$ cat src/inc/acg_defines.vh
`ifndef ACG_DEFINES_VH
`define ACG_DEFINES_VH

// ----------------------------------------------------------------
// Clock and documented ranges
// ----------------------------------------------------------------
`define ACG_PCLK_HZ 25000000
`define ACG_MCLK_MIN_HZ 512000
`define ACG_MCLK_MAX_HZ 50000000
`define ACG_MCLK_PER_FS 256
`define ACG_DIV_FS_FACTOR 128
`define ACG_PLL_FS_FACTOR 2048
`define ACG_FRAC_SCALE 10000
`define ACG_K_SCALE 20'h02710
`define ACG_P4_SCALE 19'h09C40
`define ACG_MNP_SCALE 24'h002710

// ----------------------------------------------------------------
// Register indices (byte address is index times four)
// ----------------------------------------------------------------
`define ACG_IDX_CTRL 10'h000
`define ACG_IDX_DIVQ 10'h001
`define ACG_IDX_PLL_PR 10'h002
`define ACG_IDX_PLL_K 10'h003
`define ACG_IDX_OUT_MN 10'h004
`define ACG_IDX_RATIO 10'h005
`define ACG_IDX_STATUS 10'h006
`define ACG_IDX_CLK_SRC 10'h066

// ----------------------------------------------------------------
// Field positions
// ----------------------------------------------------------------
`define ACG_CTRL_PLL_EN 0
`define ACG_CTRL_OUT_SEL 1
`define ACG_CTRL_PWR 2
`define ACG_CTRL_PIN1_EN 3
`define ACG_CTRL_ADC_DUAL 4
`define ACG_CTRL_DAC_DUAL 5
`define ACG_SRC_DIV_LSB 6
`define ACG_SRC_PLL_LSB 4
`define ACG_Q_LSB 0
`define ACG_P_LSB 0
`define ACG_R_LSB 8
`define ACG_D_LSB 0
`define ACG_J_LSB 16
`define ACG_M_LSB 0
`define ACG_N_LSB 8
`define ACG_DAC_RATIO_LSB 0
`define ACG_ADC_RATIO_LSB 8

// ----------------------------------------------------------------
// Source codes and reset values
// ----------------------------------------------------------------
`define ACG_SRC_MCLK 2'h0
`define ACG_SRC_BCLK 2'h1
`define ACG_SRC_PIN2 2'h2
`define ACG_RST_CTRL 6'h00
`define ACG_RST_CLK_SRC 8'h00
`define ACG_RST_Q 5'h02
`define ACG_RST_P 4'h1
`define ACG_RST_R 5'h01
`define ACG_RST_J 6'h01
`define ACG_RST_D 14'h0000
`define ACG_RST_M 2'h0
`define ACG_RST_N 5'h02
`define ACG_RST_RATIO 4'h0

`endif

$ cat src/acg_clock_gen.v
// Implementation choices: register access over APB and the placing of the registers.
`timescale 1ns/1ps
`default_nettype none

`include "acg_defines.vh"

// What this block does
// - Converter master clock runs at 256 reference rates
// - Master clock through divider or PLL
// - Bit clock or pin two may source it
// - Codec off: PLL passes pin two to one
// - Divider mode: reference equals source over 128Q
// - Divider source select at bits 7:6, register 102
// - PLL mode: reference equals in*K*R/(2048P)
// - PLL source select at bits 5:4, register 102
// - K is integer J plus D ten-thousandths
// - Select 0: pin one is in*2KR/(MNP)
// - Select 1: pin one is source*2/(MN)
// - PLL usable for pin one independently
// - ADC/DAC rates are reference, or twice, over ratio
module acg_clock_gen #(
	parameter ADDR_W = 12
) (
	// Clock and reset
	input wire pclk,
	input wire presetn,
	// APB slave
	input wire psel,
	input wire penable,
	input wire pwrite,
	input wire [ADDR_W-1:0] paddr,
	input wire [31:0] pwdata,
	output reg [31:0] prdata,
	output reg pready,
	output reg pslverr,
	// Clock pins, taken as synchronous to pclk
	input wire master_clk_in,
	input wire bit_clk_in,
	input wire general_pin_two_in,
	// General-purpose pin one
	output reg general_pin_one_out,
	output reg general_pin_one_oe_n,
	// Converter clocks
	output reg conv_master_clk,
	output reg adc_sample_stb,
	output reg dac_sample_stb
);

// ----------------------------------------------------------------
// Registers
// ----------------------------------------------------------------
reg [5:0] ctrl_q;
reg [7:0] clk_src_q;
reg [4:0] div_q_q;
reg [3:0] pll_p_q;
reg [4:0] pll_r_q;
reg [5:0] pll_j_q;
reg [13:0] pll_d_q;
reg [1:0] out_m_q;
reg [4:0] out_n_q;
reg [3:0] dac_ratio_q;
reg [3:0] adc_ratio_q;
reg mclk_prev_q;
reg bclk_prev_q;
reg pin2_prev_q;

wire [9:0] idx;
wire setup;
wire wr_done;
wire mapped;
wire pll_en;
wire out_sel;
wire codec_pwr;
wire pin1_en;
wire [1:0] div_sel;
wire [1:0] pll_sel;

assign idx = paddr[11:2];
assign setup = psel && !penable;
assign wr_done = psel && penable && pready && pwrite;
assign mapped = (paddr[1:0] == 2'h0) && (idx == `ACG_IDX_CTRL ||
	idx == `ACG_IDX_DIVQ || idx == `ACG_IDX_PLL_PR ||
	idx == `ACG_IDX_PLL_K || idx == `ACG_IDX_OUT_MN ||
	idx == `ACG_IDX_RATIO || idx == `ACG_IDX_STATUS ||
	idx == `ACG_IDX_CLK_SRC);
assign pll_en = ctrl_q[`ACG_CTRL_PLL_EN];
assign out_sel = ctrl_q[`ACG_CTRL_OUT_SEL];
assign codec_pwr = ctrl_q[`ACG_CTRL_PWR];
assign pin1_en = ctrl_q[`ACG_CTRL_PIN1_EN];
assign div_sel = clk_src_q[`ACG_SRC_DIV_LSB+1:`ACG_SRC_DIV_LSB];
assign pll_sel = clk_src_q[`ACG_SRC_PLL_LSB+1:`ACG_SRC_PLL_LSB];

// ----------------------------------------------------------------
// Source edges
// ----------------------------------------------------------------
wire mclk_edge;
wire bclk_edge;
wire pin2_edge;
reg div_edge;
reg pll_edge;

assign mclk_edge = master_clk_in && !mclk_prev_q;
assign bclk_edge = bit_clk_in && !bclk_prev_q;
assign pin2_edge = general_pin_two_in && !pin2_prev_q;

always @* begin
	// Divider source: master, bit clock or pin two
	case (div_sel)
	`ACG_SRC_MCLK: div_edge = mclk_edge;
	`ACG_SRC_BCLK: div_edge = bclk_edge;
	`ACG_SRC_PIN2: div_edge = pin2_edge;
	default: div_edge = 1'b0;
	endcase
	// PLL source: master or bit clock, pin two for pass-through
	case (pll_sel)
	`ACG_SRC_MCLK: pll_edge = mclk_edge;
	`ACG_SRC_BCLK: pll_edge = bclk_edge;
	`ACG_SRC_PIN2: pll_edge = pin2_edge;
	default: pll_edge = 1'b0;
	endcase
end

// ----------------------------------------------------------------
// Ratio arithmetic, settings clamped to their legal ranges
// ----------------------------------------------------------------
wire [4:0] q_val;
wire [3:0] p_val;
wire [4:0] r_val;
wire [5:0] j_val;
wire [13:0] d_val;
wire [4:0] n_val;
wire [3:0] m_val;
wire [19:0] k4;
wire [23:0] k4_r;
wire [18:0] p4;
wire [7:0] mn;
wire [23:0] mnp4;

assign q_val = (div_q_q < 5'd2) ? 5'd2 : div_q_q;
assign p_val = (pll_p_q == 4'h0) ? 4'h1 :
	((pll_p_q > 4'h8) ? 4'h8 : pll_p_q);
assign r_val = (pll_r_q == 5'h00) ? 5'h01 :
	((pll_r_q > 5'h10) ? 5'h10 : pll_r_q);
assign j_val = (pll_j_q == 6'h00) ? 6'h01 : pll_j_q;
assign d_val = (pll_d_q > 14'd9999) ? 14'd9999 : pll_d_q;
assign n_val = (out_n_q < 5'd2) ? 5'd2 :
	((out_n_q > 5'd17) ? 5'd17 : out_n_q);
assign m_val = 4'h1 << out_m_q;
// K in ten-thousandths: J.D
assign k4 = {14'h0000, j_val} * `ACG_K_SCALE + {6'h00, d_val};
assign k4_r = {4'h0, k4} * {19'h00000, r_val};
// Converter clock toggles per PLL input edge: K*R/(4P)
assign p4 = {15'h0000, p_val} * `ACG_P4_SCALE;
assign mn = {4'h0, m_val} * {3'h0, n_val};
assign mnp4 = {16'h0000, mn} * {20'h00000, p_val} * `ACG_MNP_SCALE;

reg [25:0] mc_inc;
reg [23:0] mc_thr;
reg mc_edge;
reg [25:0] oc_inc;
reg [23:0] oc_thr;
reg oc_edge;

always @* begin
	if (pll_en) begin
		// PLL: master clock = in*K*R*256/(2048P)
		mc_edge = pll_edge;
		mc_inc = {2'h0, k4_r};
		mc_thr = {5'h00, p4};
	end else begin
		// Divider: master clock = src*256/(128Q)
		mc_edge = div_edge;
		mc_inc = 26'h0000004;
		mc_thr = {19'h00000, q_val};
	end
	if (out_sel) begin
		// Pin one = src*2/(M*N), any PLL state
		oc_edge = div_edge;
		oc_inc = 26'h0000004;
		oc_thr = {16'h0000, mn};
	end else begin
		// Pin one = in*2*K*R/(M*N*P)
		oc_edge = pll_edge;
		oc_inc = {k4_r, 2'h0};
		oc_thr = mnp4;
	end
end

// ----------------------------------------------------------------
// Generators
// ----------------------------------------------------------------
wire mc_clk;
wire mc_active;
wire oc_clk;
wire oc_active;
wire oc_run;

// PLL serves pin one even when converters are off, but only while the PLL is enabled
assign oc_run = pin1_en && (out_sel || pll_en);

acg_rate_gen #(
	.INC_W(26),
	.THR_W(24),
	.ACC_W(28)
) u_master_gen (
	.pclk(pclk),
	.presetn(presetn),
	.src_edge(mc_edge),
	.run(codec_pwr),
	.inc(mc_inc),
	.thr(mc_thr),
	.clk_out(mc_clk),
	.active(mc_active)
);

acg_rate_gen #(
	.INC_W(26),
	.THR_W(24),
	.ACC_W(28)
) u_out_gen (
	.pclk(pclk),
	.presetn(presetn),
	.src_edge(oc_edge),
	.run(oc_run),
	.inc(oc_inc),
	.thr(oc_thr),
	.clk_out(oc_clk),
	.active(oc_active)
);

// ----------------------------------------------------------------
// Sample strobes
// ----------------------------------------------------------------
reg mc_prev_q;
wire mc_rise;
wire [1:0] stb;

assign mc_rise = mc_clk && !mc_prev_q;

genvar g;
generate
	for (g = 0; g < 2; g = g + 1) begin : g_rate
		wire [3:0] ratio;
		wire dual;
		wire [10:0] period;
		reg [10:0] cnt_q;
		assign ratio = (g == 0) ? adc_ratio_q : dac_ratio_q;
		assign dual = (g == 0) ? ctrl_q[`ACG_CTRL_ADC_DUAL] :
			ctrl_q[`ACG_CTRL_DAC_DUAL];
		// 256*(n+2)/2 master cycles, halved in dual rate
		assign period = dual ? {3'h0, ratio + 4'h2, 4'h0} * 11'd4 :
			{3'h0, ratio + 4'h2, 4'h0} * 11'd8;
		assign stb[g] = mc_rise && (cnt_q >= period - 11'd1);
		always @(posedge pclk or negedge presetn) begin
			if (!presetn) begin
				cnt_q <= 11'h000;
			end else if (!codec_pwr) begin
				cnt_q <= 11'h000;
			end else if (stb[g]) begin
				cnt_q <= 11'h000;
			end else if (mc_rise) begin
				cnt_q <= cnt_q + 11'h001;
			end
		end
	end
endgenerate

// ----------------------------------------------------------------
// Status
// ----------------------------------------------------------------
wire cfg_err;

// Flags an odd divisor paired with a half-step DAC ratio
assign cfg_err = !pll_en && q_val[0] && dac_ratio_q[0];

// ----------------------------------------------------------------
// Register file and outputs
// ----------------------------------------------------------------
reg [31:0] rd_d;

always @* begin
	rd_d = 32'h00000000;
	case (idx)
	`ACG_IDX_CTRL: rd_d[5:0] = ctrl_q;
	`ACG_IDX_CLK_SRC: rd_d[7:0] = clk_src_q;
	`ACG_IDX_DIVQ: rd_d[4:0] = div_q_q;
	`ACG_IDX_PLL_PR: rd_d = {19'h00000, pll_r_q, 4'h0, pll_p_q};
	`ACG_IDX_PLL_K: rd_d = {10'h000, pll_j_q, 2'h0, pll_d_q};
	`ACG_IDX_OUT_MN: rd_d = {19'h00000, out_n_q, 6'h00, out_m_q};
	`ACG_IDX_RATIO: rd_d = {20'h00000, adc_ratio_q, 4'h0, dac_ratio_q};
	`ACG_IDX_STATUS: rd_d = {27'h0000000, oc_active, mc_active,
		cfg_err, oc_clk, mc_clk};
	default: rd_d = 32'h00000000;
	endcase
end

always @(posedge pclk or negedge presetn) begin
	if (!presetn) begin
		pready <= 1'b0;
		pslverr <= 1'b0;
		prdata <= 32'h00000000;
		ctrl_q <= `ACG_RST_CTRL;
		clk_src_q <= `ACG_RST_CLK_SRC;
		div_q_q <= `ACG_RST_Q;
		pll_p_q <= `ACG_RST_P;
		pll_r_q <= `ACG_RST_R;
		pll_j_q <= `ACG_RST_J;
		pll_d_q <= `ACG_RST_D;
		out_m_q <= `ACG_RST_M;
		out_n_q <= `ACG_RST_N;
		dac_ratio_q <= `ACG_RST_RATIO;
		adc_ratio_q <= `ACG_RST_RATIO;
		mclk_prev_q <= 1'b0;
		bclk_prev_q <= 1'b0;
		pin2_prev_q <= 1'b0;
		mc_prev_q <= 1'b0;
		conv_master_clk <= 1'b0;
		general_pin_one_out <= 1'b0;
		general_pin_one_oe_n <= 1'b1;
		adc_sample_stb <= 1'b0;
		dac_sample_stb <= 1'b0;
	end else begin
		// No wait state: answer prepared in setup, given in first access cycle
		pready <= setup;
		if (setup) begin
			pslverr <= !mapped;
			prdata <= (mapped && !pwrite) ? rd_d : 32'h00000000;
		end else begin
			pslverr <= 1'b0;
		end
		if (wr_done && mapped) begin
			case (idx)
			`ACG_IDX_CTRL: ctrl_q <= pwdata[5:0];
			`ACG_IDX_CLK_SRC: clk_src_q <= pwdata[7:0];
			`ACG_IDX_DIVQ: div_q_q <= pwdata[4:0];
			`ACG_IDX_PLL_PR: begin
				pll_p_q <= pwdata[`ACG_P_LSB+3:`ACG_P_LSB];
				pll_r_q <= pwdata[`ACG_R_LSB+4:`ACG_R_LSB];
			end
			`ACG_IDX_PLL_K: begin
				pll_d_q <= pwdata[`ACG_D_LSB+13:`ACG_D_LSB];
				pll_j_q <= pwdata[`ACG_J_LSB+5:`ACG_J_LSB];
			end
			`ACG_IDX_OUT_MN: begin
				out_m_q <= pwdata[`ACG_M_LSB+1:`ACG_M_LSB];
				out_n_q <= pwdata[`ACG_N_LSB+4:`ACG_N_LSB];
			end
			`ACG_IDX_RATIO: begin
				dac_ratio_q <= (pwdata[3:0] > 4'hA) ? 4'hA : pwdata[3:0];
				adc_ratio_q <= (pwdata[11:8] > 4'hA) ? 4'hA :
					pwdata[11:8];
			end
			default: ctrl_q <= ctrl_q;
			endcase
		end
		mclk_prev_q <= master_clk_in;
		bclk_prev_q <= bit_clk_in;
		pin2_prev_q <= general_pin_two_in;
		mc_prev_q <= mc_clk;
		conv_master_clk <= mc_clk;
		general_pin_one_out <= oc_clk;
		general_pin_one_oe_n <= !pin1_en;
		adc_sample_stb <= stb[0];
		dac_sample_stb <= stb[1];
	end
end

endmodule // acg_clock_gen

`default_nettype wire

$ cat src/acg_rate_gen.v
`timescale 1ns/1ps
`default_nettype none

// ----------------------------------------------------------------
// Fractional rate generator: output toggles per source edge = inc/thr
// ----------------------------------------------------------------
module acg_rate_gen #(
	parameter INC_W = 26,
	parameter THR_W = 24,
	parameter ACC_W = 28
) (
	// Clock and reset
	input wire pclk,
	input wire presetn,
	// Control
	input wire src_edge,
	input wire run,
	input wire [INC_W-1:0] inc,
	input wire [THR_W-1:0] thr,
	// Clock out
	output wire clk_out,
	output wire active
);

reg clk_q;
reg [ACC_W-1:0] acc_q;
reg [INC_W-1:0] inc_q;
reg [THR_W-1:0] thr_q;
wire act;
wire fire;
wire add_ok;
wire [ACC_W-1:0] thr_w;
wire [ACC_W-1:0] inc_w;

assign act = run | clk_q;
assign thr_w = {{(ACC_W-THR_W){1'b0}}, thr_q};
assign inc_w = {{(ACC_W-INC_W){1'b0}}, inc_q};
assign fire = act && (thr_q != {THR_W{1'b0}}) && (acc_q >= thr_w);
assign add_ok = src_edge && !acc_q[ACC_W-1];
assign clk_out = clk_q;
assign active = act;

always @(posedge pclk or negedge presetn) begin
	if (!presetn) begin
		clk_q <= 1'b0;
		acc_q <= {ACC_W{1'b0}};
		inc_q <= {INC_W{1'b0}};
		thr_q <= {THR_W{1'b0}};
	end else begin
		// Settings change only while the output rests low
		if (!clk_q) begin
			inc_q <= inc;
			thr_q <= thr;
		end
		if (!act) begin
			acc_q <= {ACC_W{1'b0}};
		end else begin
			acc_q <= acc_q + (add_ok ? inc_w : {ACC_W{1'b0}})
				- (fire ? thr_w : {ACC_W{1'b0}});
		end
		if (fire) begin
			clk_q <= ~clk_q;
		end
	end
end

endmodule // acg_rate_gen

`default_nettype wire

$ cat config.mk
export PLATFORM = sky130hd
export DESIGN_NAME = acg_clock_gen
export DESIGN_NICKNAME = d
export VERILOG_FILES = /design/src/acg_clock_gen.v /design/src/acg_rate_gen.v
export VERILOG_INCLUDE_DIRS = /design/src /design/src/inc
export SDC_FILE = /design/constraint.sdc
export NUM_CORES = 1
export LEC_CHECK = 0
export BUFFER_PORTS_ARGS = -buffer_cell sky130_fd_sc_hd__buf_2
export CAP_MARGIN = 0
export CORE_ASPECT_RATIO = 0.6
export CORE_UTILIZATION = 45
export DETAILED_ROUTE_END_ITERATION = 10
export GPL_ROUTABILITY_DRIVEN = 1
export GPL_TIMING_DRIVEN = 0
export PLACE_DENSITY_LB_ADDON = 0.05
export SYNTH_ARGS = -nofsm -noshare
export SYNTH_HDL_FRONTEND = slang
export SYNTH_SLANG_ARGS = --single-unit
export TNS_END_PERCENT = 10
$ cat constraint.sdc
create_clock -name pclk -period 19.59 [get_ports pclk]
set_input_delay 1.959 -clock pclk [delete_from_list [all_inputs] [get_ports pclk]]
set_output_delay 1.959 -clock pclk [all_outputs]
set_load 0.05 [all_outputs]
Word level (Yosys, flattened, before mapping):

Cells that the tools add are included.

* multiplexer cells: 39
* order comparisons: 12
* shifts and indexed selects: 1
* reduce and logical (&&, ||, !) cells: 57
* add/sub/neg operators: 11
* eq/ne operators: 13
* bitwise operators: 4
* div/mod/pow operators: 0
* multipliers: 6

Operators with widths (number)
* 2-to-1 mux 24 bit: 4
* 2-to-1 mux 11 bit: 8
* 2-to-1 mux 26 bit: 3
* adder 28 bit: 2
* greater-or-equal comparator 28 x 24 -> 1 bit: 2
* 2-to-1 mux 28 bit: 2
* one-hot mux 14 bit (4 select lines): 1
* subtractor 28 bit: 2
* nonzero test 24 bit: 2
* one-hot mux 5 bit (8 select lines): 1
* 2-to-1 mux 32 bit: 1
* == test 10 x 3 -> 1 bit (second input constant): 3
* 2-to-1 mux 5 bit: 5
* multiplier 20 x 5 -> 24 bit: 1
* adder 11 x 1 -> 11 bit (second input constant): 2
* greater-or-equal comparator 11 bit: 2
* logical AND 1 bit: 22
* subtractor 11 x 1 -> 11 bit (second input constant): 2
* adder 20 x 14 -> 20 bit: 1
* == test 10 x 2 -> 1 bit (second input constant): 2
* multiplier 12 x 10 -> 20 bit (second input constant): 1
* 2-to-1 mux 19 bit: 1
* multiplier 6 x 10 -> 16 bit (second input constant): 1
* 2-to-1 mux 4 bit: 4
* 29 further kinds: 68

* memory bits (writable): 0
* memory bits (read-only): 0
* logic and storage cells: 175
* output and inout bits: 39
* bits in latches: 0
* flip-flop bits (word level): 285
* memories kept: 0

Logic depth before layout (Yosys ltp):

Gate-level depths: netlist (run 1).

* depth after elaboration: 11
* depth in mapped cells: 37

Cells and area by module:

Synthesis (run 1) repeated with hierarchy kept, for this count alone.

* cells, all modules: 2897
* area, all modules: 26210.1 um^2

Modules (own cells, without submodules)
* acg_clock_gen: cells an instance 1594, sequential area each 2885.3 um^2, area each 14019.7 um^2, times used 1
* acg_rate_gen (u_master_gen): cells an instance 658, sequential area each 1976.9 um^2, area each 6195.9 um^2, times used 1
* acg_rate_gen (u_out_gen): cells an instance 645, sequential area each 1976.9 um^2, area each 5994.5 um^2, times used 1

Worst setup path before layout (run 1):

OpenSTA, ideal clock, no wires.

* kind: register to register
* start point: reg out_n_q[1]
* end point: reg u_out_gen.thr_q[23]
* setup slack: 10.374 ns
* data required time: 19.469 ns
* stages on the path, launching flop included: 37
* arrival: 9.095 ns
* path through: dfstp_2 o32a_1 a21oi_1 or2_2 fa_1 inv_1 fa_1 fa_1 xnor2_1 nor2_1 fa_1 inv_1 fa_1 inv_1 ha_1 inv_1 o21bai_1 a21oi_1 o21bai_1 xor2_1 inv_1 fa_1 inv_1 ha_1 inv_1 fa_1 inv_1 ha_1 ha_1 ha_1 and2_1 o21a_1 nor4_1 nor3_1 a211oi_1 xnor3_1 a22o_1

* longest elaborated chain between the ends: 7
* elaborated cells on any way between the ends: 8

RTL lines
* start: declaration: line acg_clock_gen.v:60 `reg [4:0] out_n_q;`
* start signal: assignment: line acg_clock_gen.v:310 `` out_n_q <= `ACG_RST_N; ``
* start signal: assignment: line acg_clock_gen.v:346 `` out_n_q <= pwdata[`ACG_N_LSB+4:`ACG_N_LSB]; ``
* greater-than comparator 5 bit: line acg_clock_gen.v:147 `((out_n_q > 5'd17) ? 5'd17 : out_n_q);`
* 2-to-1 mux 5 bit: line acg_clock_gen.v:147
* 2-to-1 mux 5 bit *: line acg_clock_gen.v:146 `assign n_val = (out_n_q < 5'd2) ? 5'd2 :`
* multiplier 4 x 5 -> 8 bit *: line acg_clock_gen.v:154 `assign mn = {4'h0, m_val} * {3'h0, n_val};`
* multiplier 8 x 4 -> 12 bit *: line acg_clock_gen.v:155 `` assign mnp4 = {16'h0000, mn} * {20'h00000, p_val} * `ACG_MNP_SCALE; ``
* multiplier 12 x 10 -> 20 bit (no line) *
* 2-to-1 mux 24 bit *: line acg_clock_gen.v:176 `if (out_sel) begin`
* end signal: assignment: line acg_rate_gen.v:48 `thr_q <= {THR_W{1'b0}};`
* end signal: assignment: line acg_rate_gen.v:53 `thr_q <= thr;`
* end: declaration: line acg_rate_gen.v:28 `reg [THR_W-1:0] thr_q;`

Mark *: on every way between the ends. The rest lies on a longest branch, timed or not.
A chain may end at the register's enable or synchronous reset.

Worst setup path in the final report (run 1):

* start point: reg out_m_q[1]
* end point: reg u_out_gen.thr_q[23]

* longest elaborated chain between the ends: 5

RTL lines
* start: declaration: line acg_clock_gen.v:59 `reg [1:0] out_m_q;`
* start signal: assignment: line acg_clock_gen.v:309 `` out_m_q <= `ACG_RST_M; ``
* start signal: assignment: line acg_clock_gen.v:345 `` out_m_q <= pwdata[`ACG_M_LSB+1:`ACG_M_LSB]; ``
* left shift 1 x 2 -> 4 bit: line acg_clock_gen.v:148 `assign m_val = 4'h1 << out_m_q;`
* multiplier 4 x 5 -> 8 bit: line acg_clock_gen.v:154
* multiplier 8 x 4 -> 12 bit: line acg_clock_gen.v:155
* multiplier 12 x 10 -> 20 bit (no line)
* 2-to-1 mux 24 bit: line acg_clock_gen.v:176

No other way between the ends.

==> run summary, run 1 <==
=================================================================================
Outcome ............................................................ complete, no violations
Half-perimeter wire length after detailed placement ................      55.0 mm
Quantity of I/O buffers inserted on ports ..........................           65
TNS Setup ..........................................................         0 ns
Endpoint required time on the critical path ........................     20.05 ns
Initial Util .......................................................        45.6%
Maximum level of the CTS H-tree ....................................            1
Pre-CTS setup slack ................................................      9.03 ns
Quantity of gates resized following cts ............................            0
Warning count from the yosys run ...................................            0
Post-CTS Setup Repair Bufs .........................................            0
Kind of critical path .............................................. flip-flop to flip-flop
First-pass GRT wire length .........................................       108 mm
Unrepaired setup endpoints after global routing ....................           no
Buffer levels on the longest clock path ............................            3
Arrival time reported for the critical path endpoint ...............     11.16 ns
Flop and latch count out of synthesis ..............................          262
Design Power .......................................................      1.21 mW
Hold violation total from the final report .........................            0
Minimum period implied by the final worst setup slack ..............     10.70 ns
Max_cap viols ......................................................            0
Syn Inst Count .....................................................        2,678
Sequential-to-total area share from yosys stat .....................        27.3%
Worst setup slack after layout .....................................      8.89 ns
Post-synthesis async set-or-reset flop share .......................         100%
Layout cell share with drive strength beyond 1 .....................        8.68%
Synthesized area per cell ..........................................   8.96 sq um
Count of final max-slew check failures .............................            0
Die span in x ......................................................       300 um
Cell variety after synth ...........................................           88
Critical-path top delay cell ....................................... sky130_fd_sc_hd__xnor2_1
Crit path capture type .............................................    flip-flop
Avg Vias per Cell ..................................................         5.40
First-pass iteration count of the detailed router ..................            5
Number of primary I/O pins .........................................           91
Number of clock sinks ..............................................          262
Largest fanout on the critical path ................................           10
Tightest Pin Transition ............................................      1.07 ns
Synth-to-Final Area Change .........................................        9.69%
CORE AREA .......................................................... 0.0526 sq mm
Worst supply voltage drop on vdd ...................................  0.0000687 V
Total clock buffers created by CTS .................................           29
Largest incremental delay on the critical path .....................      0.57 ns
Nets ...............................................................        3,267
Commonest non-fill, non-tap cells in the layout .................... sky130_fd_sc_hd__inv_1, sky130_fd_sc_hd__ha_1, sky130_fd_sc_hd__dfrtp_1
Last weighted congestion value of the routability-driven placer ....        0.932
Remaining design rule violation count ..............................            0
Post-Syn Area ...................................................... 0.0240 sq mm
CTS root buffer .................................................... sky130_fd_sc_hd__clkbuf_16
GRT Residual Overflow ..............................................            0
Area enclosed by the die boundary .................................. 0.0543 sq mm
Routed length per instance .........................................      19.2 um
Number of setup violations in the final report .....................            0
Largest net degree at the start of global routing ..................          119
Routed wire length .................................................      67.6 mm
Final Cycle Share ..................................................        54.6%
Utilization after layout ...........................................        50.0%
Count of flip-flops with a built-in enable after synthesis .........            0
Primary flip-flop cell chosen by synthesis mapping ................. sky130_fd_sc_hd__dfrtp_1
Hold_buf cts .......................................................            0
Number of nets still failing antenna checks after routing ..........            0
Starting DRC count in detailed routing .............................        1,401
Antenna violations before repair ...................................            2
Worst clock skew on the final layout ...............................    0.0322 ns
Leakage power summed over all cells ................................      13.5 nW
Tightest slew margin relative to the limit .........................        28.2%
Setup slack, reg-to-reg ............................................      8.89 ns
Number of antenna repair diodes ....................................            0
Highest clock frequency the design can meet ........................   0.0935 GHz
Register clock-pin slew on the reported worst setup and hold paths .      0.06 ns
Critical Path Source Type ..........................................    flip-flop
Pwr dens ........................................................... 45.8 mW/mm^2
Worst hold path type ............................................... flip-flop to flip-flop
Die height .........................................................       181 um
Standard-cell row count ............................................           65
Via count of the first global-routing pass .........................       19,004
Most common library cell in the layout ignoring fill and taps ...... sky130_fd_sc_hd__inv_1
Global Route Usage Sum .............................................        25.3%
TritonCTS clock tree ...............................................          yes
Insertion delay of the later-clocked pin in the worst-skew pair ....      0.61 ns
Via count ..........................................................       18,980
=================================================================================
-- worst max-delay path, delay by kind of cell, from the launching register on --
family          cells  cell delay, ns
fa+ha+maj          12            5.44
xor+xnor            3            1.37
simple gates        5            1.36
compound gates      6            1.06
buf+inv             9            0.97
flops               1            0.35
-- state kept, by name, indices dropped and copies added, names as in the netlist, 6 cells and up --
signal	cells
u_master_gen.acc_q	28
u_out_gen.acc_q	28
u_master_gen.inc_q	24
u_out_gen.inc_q	24
u_out_gen.thr_q	24
g_rate.cnt_q	22
prdata	20
u_master_gen.thr_q	17
pll_d_q	14
clk_src_q	8
ctrl_q	6
pll_j_q	6
-- Yosys cell counts (4+ instances only) --
library cell               count  area, sq um
sky130_fd_sc_hd__a211oi_1     10         75.1
sky130_fd_sc_hd__a21boi_0      7         52.6
sky130_fd_sc_hd__a21o_1       70          526
sky130_fd_sc_hd__a21oi_1     126          631
sky130_fd_sc_hd__a222oi_1      6         60.1
sky130_fd_sc_hd__a22o_1       50          438
sky130_fd_sc_hd__a31oi_1       9         56.3
sky130_fd_sc_hd__and2_1       42          263
sky130_fd_sc_hd__and3_1       35          219
sky130_fd_sc_hd__buf_1         6         22.5
sky130_fd_sc_hd__buf_2         4         20.0
sky130_fd_sc_hd__buf_4        14          105
sky130_fd_sc_hd__clkbuf_1     73          274
sky130_fd_sc_hd__dfrtp_1     256         6410
sky130_fd_sc_hd__dfstp_2       6          158
sky130_fd_sc_hd__fa_1        143         2860
sky130_fd_sc_hd__ha_1        285         3570
sky130_fd_sc_hd__inv_1       396         1490
sky130_fd_sc_hd__mux2_2       61          687
sky130_fd_sc_hd__mux2i_1      13          130
sky130_fd_sc_hd__nand2_1     250          938
sky130_fd_sc_hd__nand2b_1     34          213
sky130_fd_sc_hd__nand3_1      35          175
sky130_fd_sc_hd__nand4_1      22          138
sky130_fd_sc_hd__nor2_1      172          646
sky130_fd_sc_hd__nor2b_1      47          294
sky130_fd_sc_hd__nor3_1       68          340
sky130_fd_sc_hd__nor4_1       12         75.1
sky130_fd_sc_hd__o21a_1       18          135
sky130_fd_sc_hd__o21ai_0     128          641
sky130_fd_sc_hd__o21ai_1       6         30.0
sky130_fd_sc_hd__o21bai_1     23          173
sky130_fd_sc_hd__o22ai_1      10         62.6
sky130_fd_sc_hd__o31ai_1      15          113
sky130_fd_sc_hd__o41ai_1       4         35.0
sky130_fd_sc_hd__or2_2        19          119
sky130_fd_sc_hd__or3_1         4         25.0
sky130_fd_sc_hd__xnor2_1      85          744
sky130_fd_sc_hd__xor2_1       38          333
-- report_power, final --
group / internal [mW] / switching, mW / total (mW) / leakage [nW]
clock network: 0.338 / 0.257 / 0.595 / 0.496
logic: 0.0230 / 0.0461 / 0.0691 / 9.44
registers: 0.541 / 0.000154 / 0.542 / 3.54
total: 0.902 / 0.303 / 1.21 / 13.5
-- path summary, 6_finish.rpt --
check,to,depth (start not counted),start
worst min register to register,mc_prev_q$_DFF_PN0_,0,u_master_gen.clk_out$_DFFE_PN0P_
worst min-delay path,mc_prev_q$_DFF_PN0_,0,u_master_gen.clk_out$_DFFE_PN0P_
max in group asynchronous,prdata[3]$_DFFE_PN0P_,3,presetn
worst max-delay path,u_out_gen.thr_q[23]$_DFFE_PN0N_,35,out_m_q[1]$_DFFE_PN0P_
min in group asynchronous,u_out_gen.thr_q[22]$_DFFE_PN0N_,1,presetn
worst max register to register,u_out_gen.thr_q[23]$_DFFE_PN0N_,35,out_m_q[1]$_DFFE_PN0P_
-- cell type report --
cell class                      instances  area (sq um)
Timing Repair Buffer                   67           390
Tap cell                              703           880
Inverter                              396          1490
Fill cell                            4998         26300
Sequential cell                       262          6560
Buffer                                 97           422
Clock inverter                         15           188
Multi-Input combinational cell       1934         15600
Clock buffer                           39           823
-- cell families after synthesis --
kind of cell	Yosys count	synth area share, %
and+or+nand+nor	765	15.3
muxes	75	3.45
AOI/OAI and AO/OA	530	14.6
DFF	262	27.3
xor gates and xnor gates	124	4.58
other	1	0.0156
adders and majority gates	428	26.8
buffers and inverters	493	7.95
-- per-layer routing --
metal / vias up / wire length, um / GRT usage (%)
li1: 9188 / - / -
met1: 9338 / 35700 / 40.3
met2: 408 / 27400 / 36.1
met3: 46 / 3770 / 4.24
met4: 0 / 717 / 3.24
met5: - / 0 / 0
-- through the flow --
| step | std cells | hold WS (ns) | instance area (sq um) |
|---|---|---|---|
| 4_1_cts | 3513 | 0.374 | 26300 |
| 2_1_floorplan | 2689 | 0.352 | 24000 |
| 3_5_place_dp | 3459 | 0.358 | 25300 |
| 5_1_grt | 3513 | 0.391 | 26300 |
| 3_3_place_gp | 3457 | 0.361 | 25200 |
| 6_report | 3513 | 0.373 | 26300 |
Power figures use the tool's default switching activity.
==> run 2: changes to the inputs <==
clock period = 10 ns   (was 19.59 ns; I/O delays follow)
==> run 2 against run 1 <==
  * Critical path type unchanged
  * Die area is the same
  * Global-route usage about the same
  * Critical path depth is 1 higher
==> run summary, run 2 (synthesized netlist as in run 1, its figures left out) <==
=================================================================================
Arrival time reported for the critical path endpoint ...............     10.13 ns   -1.03 ns
Insertion delay of the later-clocked pin in the worst-skew pair ....      0.61 ns   about the same
Tightest Pin Transition ............................................      1.09 ns   +0.0192 ns
TritonCTS clock tree ...............................................          yes
Starting DRC count in detailed routing .............................        1,353   -3.4%
Via count ..........................................................       19,124   +0.76%
Worst clock skew on the final layout ...............................    0.0343 ns   +0.00201 ns
Final cell count without fillers ...................................        3,521   +0.23%
Area enclosed by the die boundary .................................. 0.0543 sq mm   unchanged
Largest fanout on the critical path ................................            5   -5
Count of final max-slew check failures .............................            0   unchanged
Worst setup slack after layout .....................................     0.338 ns   -8.55 ns
Nets ...............................................................        3,275   +0.24%
Number of primary I/O pins .........................................           91   unchanged
Setup slack, reg-to-reg ............................................      0.34 ns   -8.55 ns
Total clock buffers created by CTS .................................           29   unchanged
Tightest slew margin relative to the limit .........................        27.0%   -1.3 points
First-pass iteration count of the detailed router ..................            5   unchanged
Commonest non-fill, non-tap cells in the layout .................... sky130_fd_sc_hd__inv_1, sky130_fd_sc_hd__ha_1, sky130_fd_sc_hd__dfrtp_1
First-pass GRT wire length .........................................       108 mm   +0.12%
Hold_buf cts .......................................................            0   unchanged
Routed length per instance .........................................      19.3 um   +0.38%
CTS root buffer .................................................... sky130_fd_sc_hd__clkbuf_16
Pwr dens ........................................................... 88.9 mW/mm^2   +94%
Number of nets still failing antenna checks after routing ..........            0   unchanged
Crit path capture type .............................................    flip-flop
Hold violation total from the final report .........................            0   unchanged
Global Route Usage Sum .............................................        25.3%   about the same
Capture point of the worst reg-to-reg path ......................... u_out_gen.thr_q[23]$_DFFE_PN0N_
Number of setup violations in the final report .....................            0   unchanged
Final Cycle Share ..................................................        96.6%   +42 points
Utilization after layout ...........................................        50.5%   +0.51 points
Antenna violations before repair ...................................            2   unchanged
Register clock-pin slew on the reported worst setup and hold paths .      0.07 ns   about the same
Routed wire length .................................................      68.0 mm   +0.61%
Outcome ............................................................ complete, no violations
Largest net degree at the start of global routing ..................          119   unchanged
Quantity of I/O buffers inserted on ports ..........................           65   unchanged
Kind of critical path .............................................. flip-flop to flip-flop
Synth-to-Final Area Change .........................................        10.8%
Initial Util .......................................................        45.6%   unchanged
Die height .........................................................       181 um   unchanged
Pre-CTS setup slack ................................................    -0.562 ns   -9.59 ns
Most common library cell in the layout ignoring fill and taps ...... sky130_fd_sc_hd__inv_1
Worst r2r path cells ...............................................           36   +2.9%
Half-perimeter wire length after detailed placement ................      55.0 mm   unchanged
Maximum level of the CTS H-tree ....................................            1   unchanged
Worst hold path type ............................................... input pin to async pin
Standard-cell row count ............................................           65   unchanged
Unrepaired setup endpoints after global routing ....................           no
Worst hold slack across all endpoints ..............................     0.373 ns   -0.00000600 ns
GRT Residual Overflow ..............................................            0   unchanged
Largest incremental delay on the critical path .....................      0.59 ns   +0.02 ns
Max_cap viols ......................................................            0   unchanged
Avg Vias per Cell ..................................................         5.43   +0.53%
Leakage power summed over all cells ................................      13.6 nW   +0.97%
Worst supply voltage drop on vdd ...................................   0.000135 V   +96%
Remaining design rule violation count ..............................            0   unchanged
Critical Path Source Type ..........................................    flip-flop
Largest registers .................................................. u_master_gen.acc_q (28), u_out_gen.acc_q (28)
Endpoint of the worst setup timing path ............................ u_out_gen.thr_q[23]$_DFFE_PN0N_
Last weighted congestion value of the routability-driven placer ....        0.932   unchanged
Via count of the first global-routing pass .........................       19,024   +0.11%
CORE AREA .......................................................... 0.0526 sq mm   unchanged
Highest clock frequency the design can meet ........................    0.104 GHz   +11%
Number of clock sinks ..............................................          262   unchanged
Layout cell share with drive strength beyond 1 .....................        10.1%   +1.5 points
Number of antenna repair diodes ....................................            0   unchanged
Endpoint required time on the critical path ........................     10.46 ns   -9.59 ns
Die span in x ......................................................       300 um   unchanged
Buffer levels on the longest clock path ............................            3   unchanged
Critical-path top delay cell ....................................... sky130_fd_sc_hd__dfstp_2
Minimum period implied by the final worst setup slack ..............      9.66 ns   -1.04 ns
RR Startpoint ...................................................... out_n_q[1]$_DFFE_PN1P_
Startpoint of the worst setup timing path .......................... out_n_q[1]$_DFFE_PN1P_
Placed insts .......................................................        3,459   unchanged
=================================================================================
-- run 2: changes by cell type in the layout (fill, tap and decap cells not counted), sizes merged --
cell | before | now
clkbuf | 112 | 110
buf | 91 | 101
-- run 2: worst max-delay path: cells and delay by family (launching register included) --
family          cells  cell delay, ns
flops               1            0.59
compound gates      9            1.55
xor+xnor            3            0.71
fa+ha+maj          12            5.15
buf+inv             7            0.43
simple gates        5            1.07
-- run 2: metal layers --
| metal | up-vias | part of all wire [%] | GRT usage, % |
|---|---|---|---|
| met3 | 46 | 6.1 | 4.24 |
| met4 | 0 | 1.0 | 3.12 |
| met5 | - | 0 | 0 |
| met1 | 9437 | 52 | 40.3 |
| li1 | 9196 | - | - |
| met2 | 445 | 41 | 36.2 |
-- run 2: through the flow --
step	setup TNS (ns)	cell area, sq um	power, mW
floorplan	0	24000	1.16
global placement	-0.802	25200	1.21
detailed placement	-1.18	25300	1.22
CTS	0	26500	2.39
global route	0	26600	2.44
finish	0	26600	2.36
-- run 2: repair_timing --
item | in CTS | in global routing
setup endpoints to repair | 4 | 3
setup buffers | 5 | 5
hold endpoints to repair | 0 | 0
resized for setup | 19 | 20
pin swaps | 3 | 9
-- run 2: layout make-up --
cell class              instances  area [sq um]
plain buffers                  95           414
clock buffers                  39           823
clock inverters                15           188
fillers                      4997         26000
inverters                     396          1490
multi-input cells            1934         15800
flip-flops and latches        262          6570
well taps                     703           880
repair buffers                 77           465
-- run 2: how the worst min path moves through the flow --
stage | start | end | slack [ns]
3_5_place_dp | u_master_gen.clk_out$_DFFE_PN0P_ | mc_prev_q$_DFF_PN0_ | 0.36
5_1_grt | u_master_gen.clk_out$_DFFE_PN0P_ | mc_prev_q$_DFF_PN0_ | 0.39
3_3_place_gp | u_master_gen.clk_out$_DFFE_PN0P_ | mc_prev_q$_DFF_PN0_ | 0.36
4_1_cts | presetn | bclk_prev_q$_DFF_PN0_ | 0.37
6_report | presetn | u_out_gen.thr_q[22]$_DFFE_PN0N_ | 0.37
2_1_floorplan | u_out_gen.clk_out$_DFFE_PN0P_ | general_pin_one_out$_DFF_PN0_ | 0.35
-- run 2: where the power goes --
part	internal (mW)	switching (mW)
Sequential	1.06	0.000302
Combinational	0.0451	0.0902
Clock	0.662	0.507
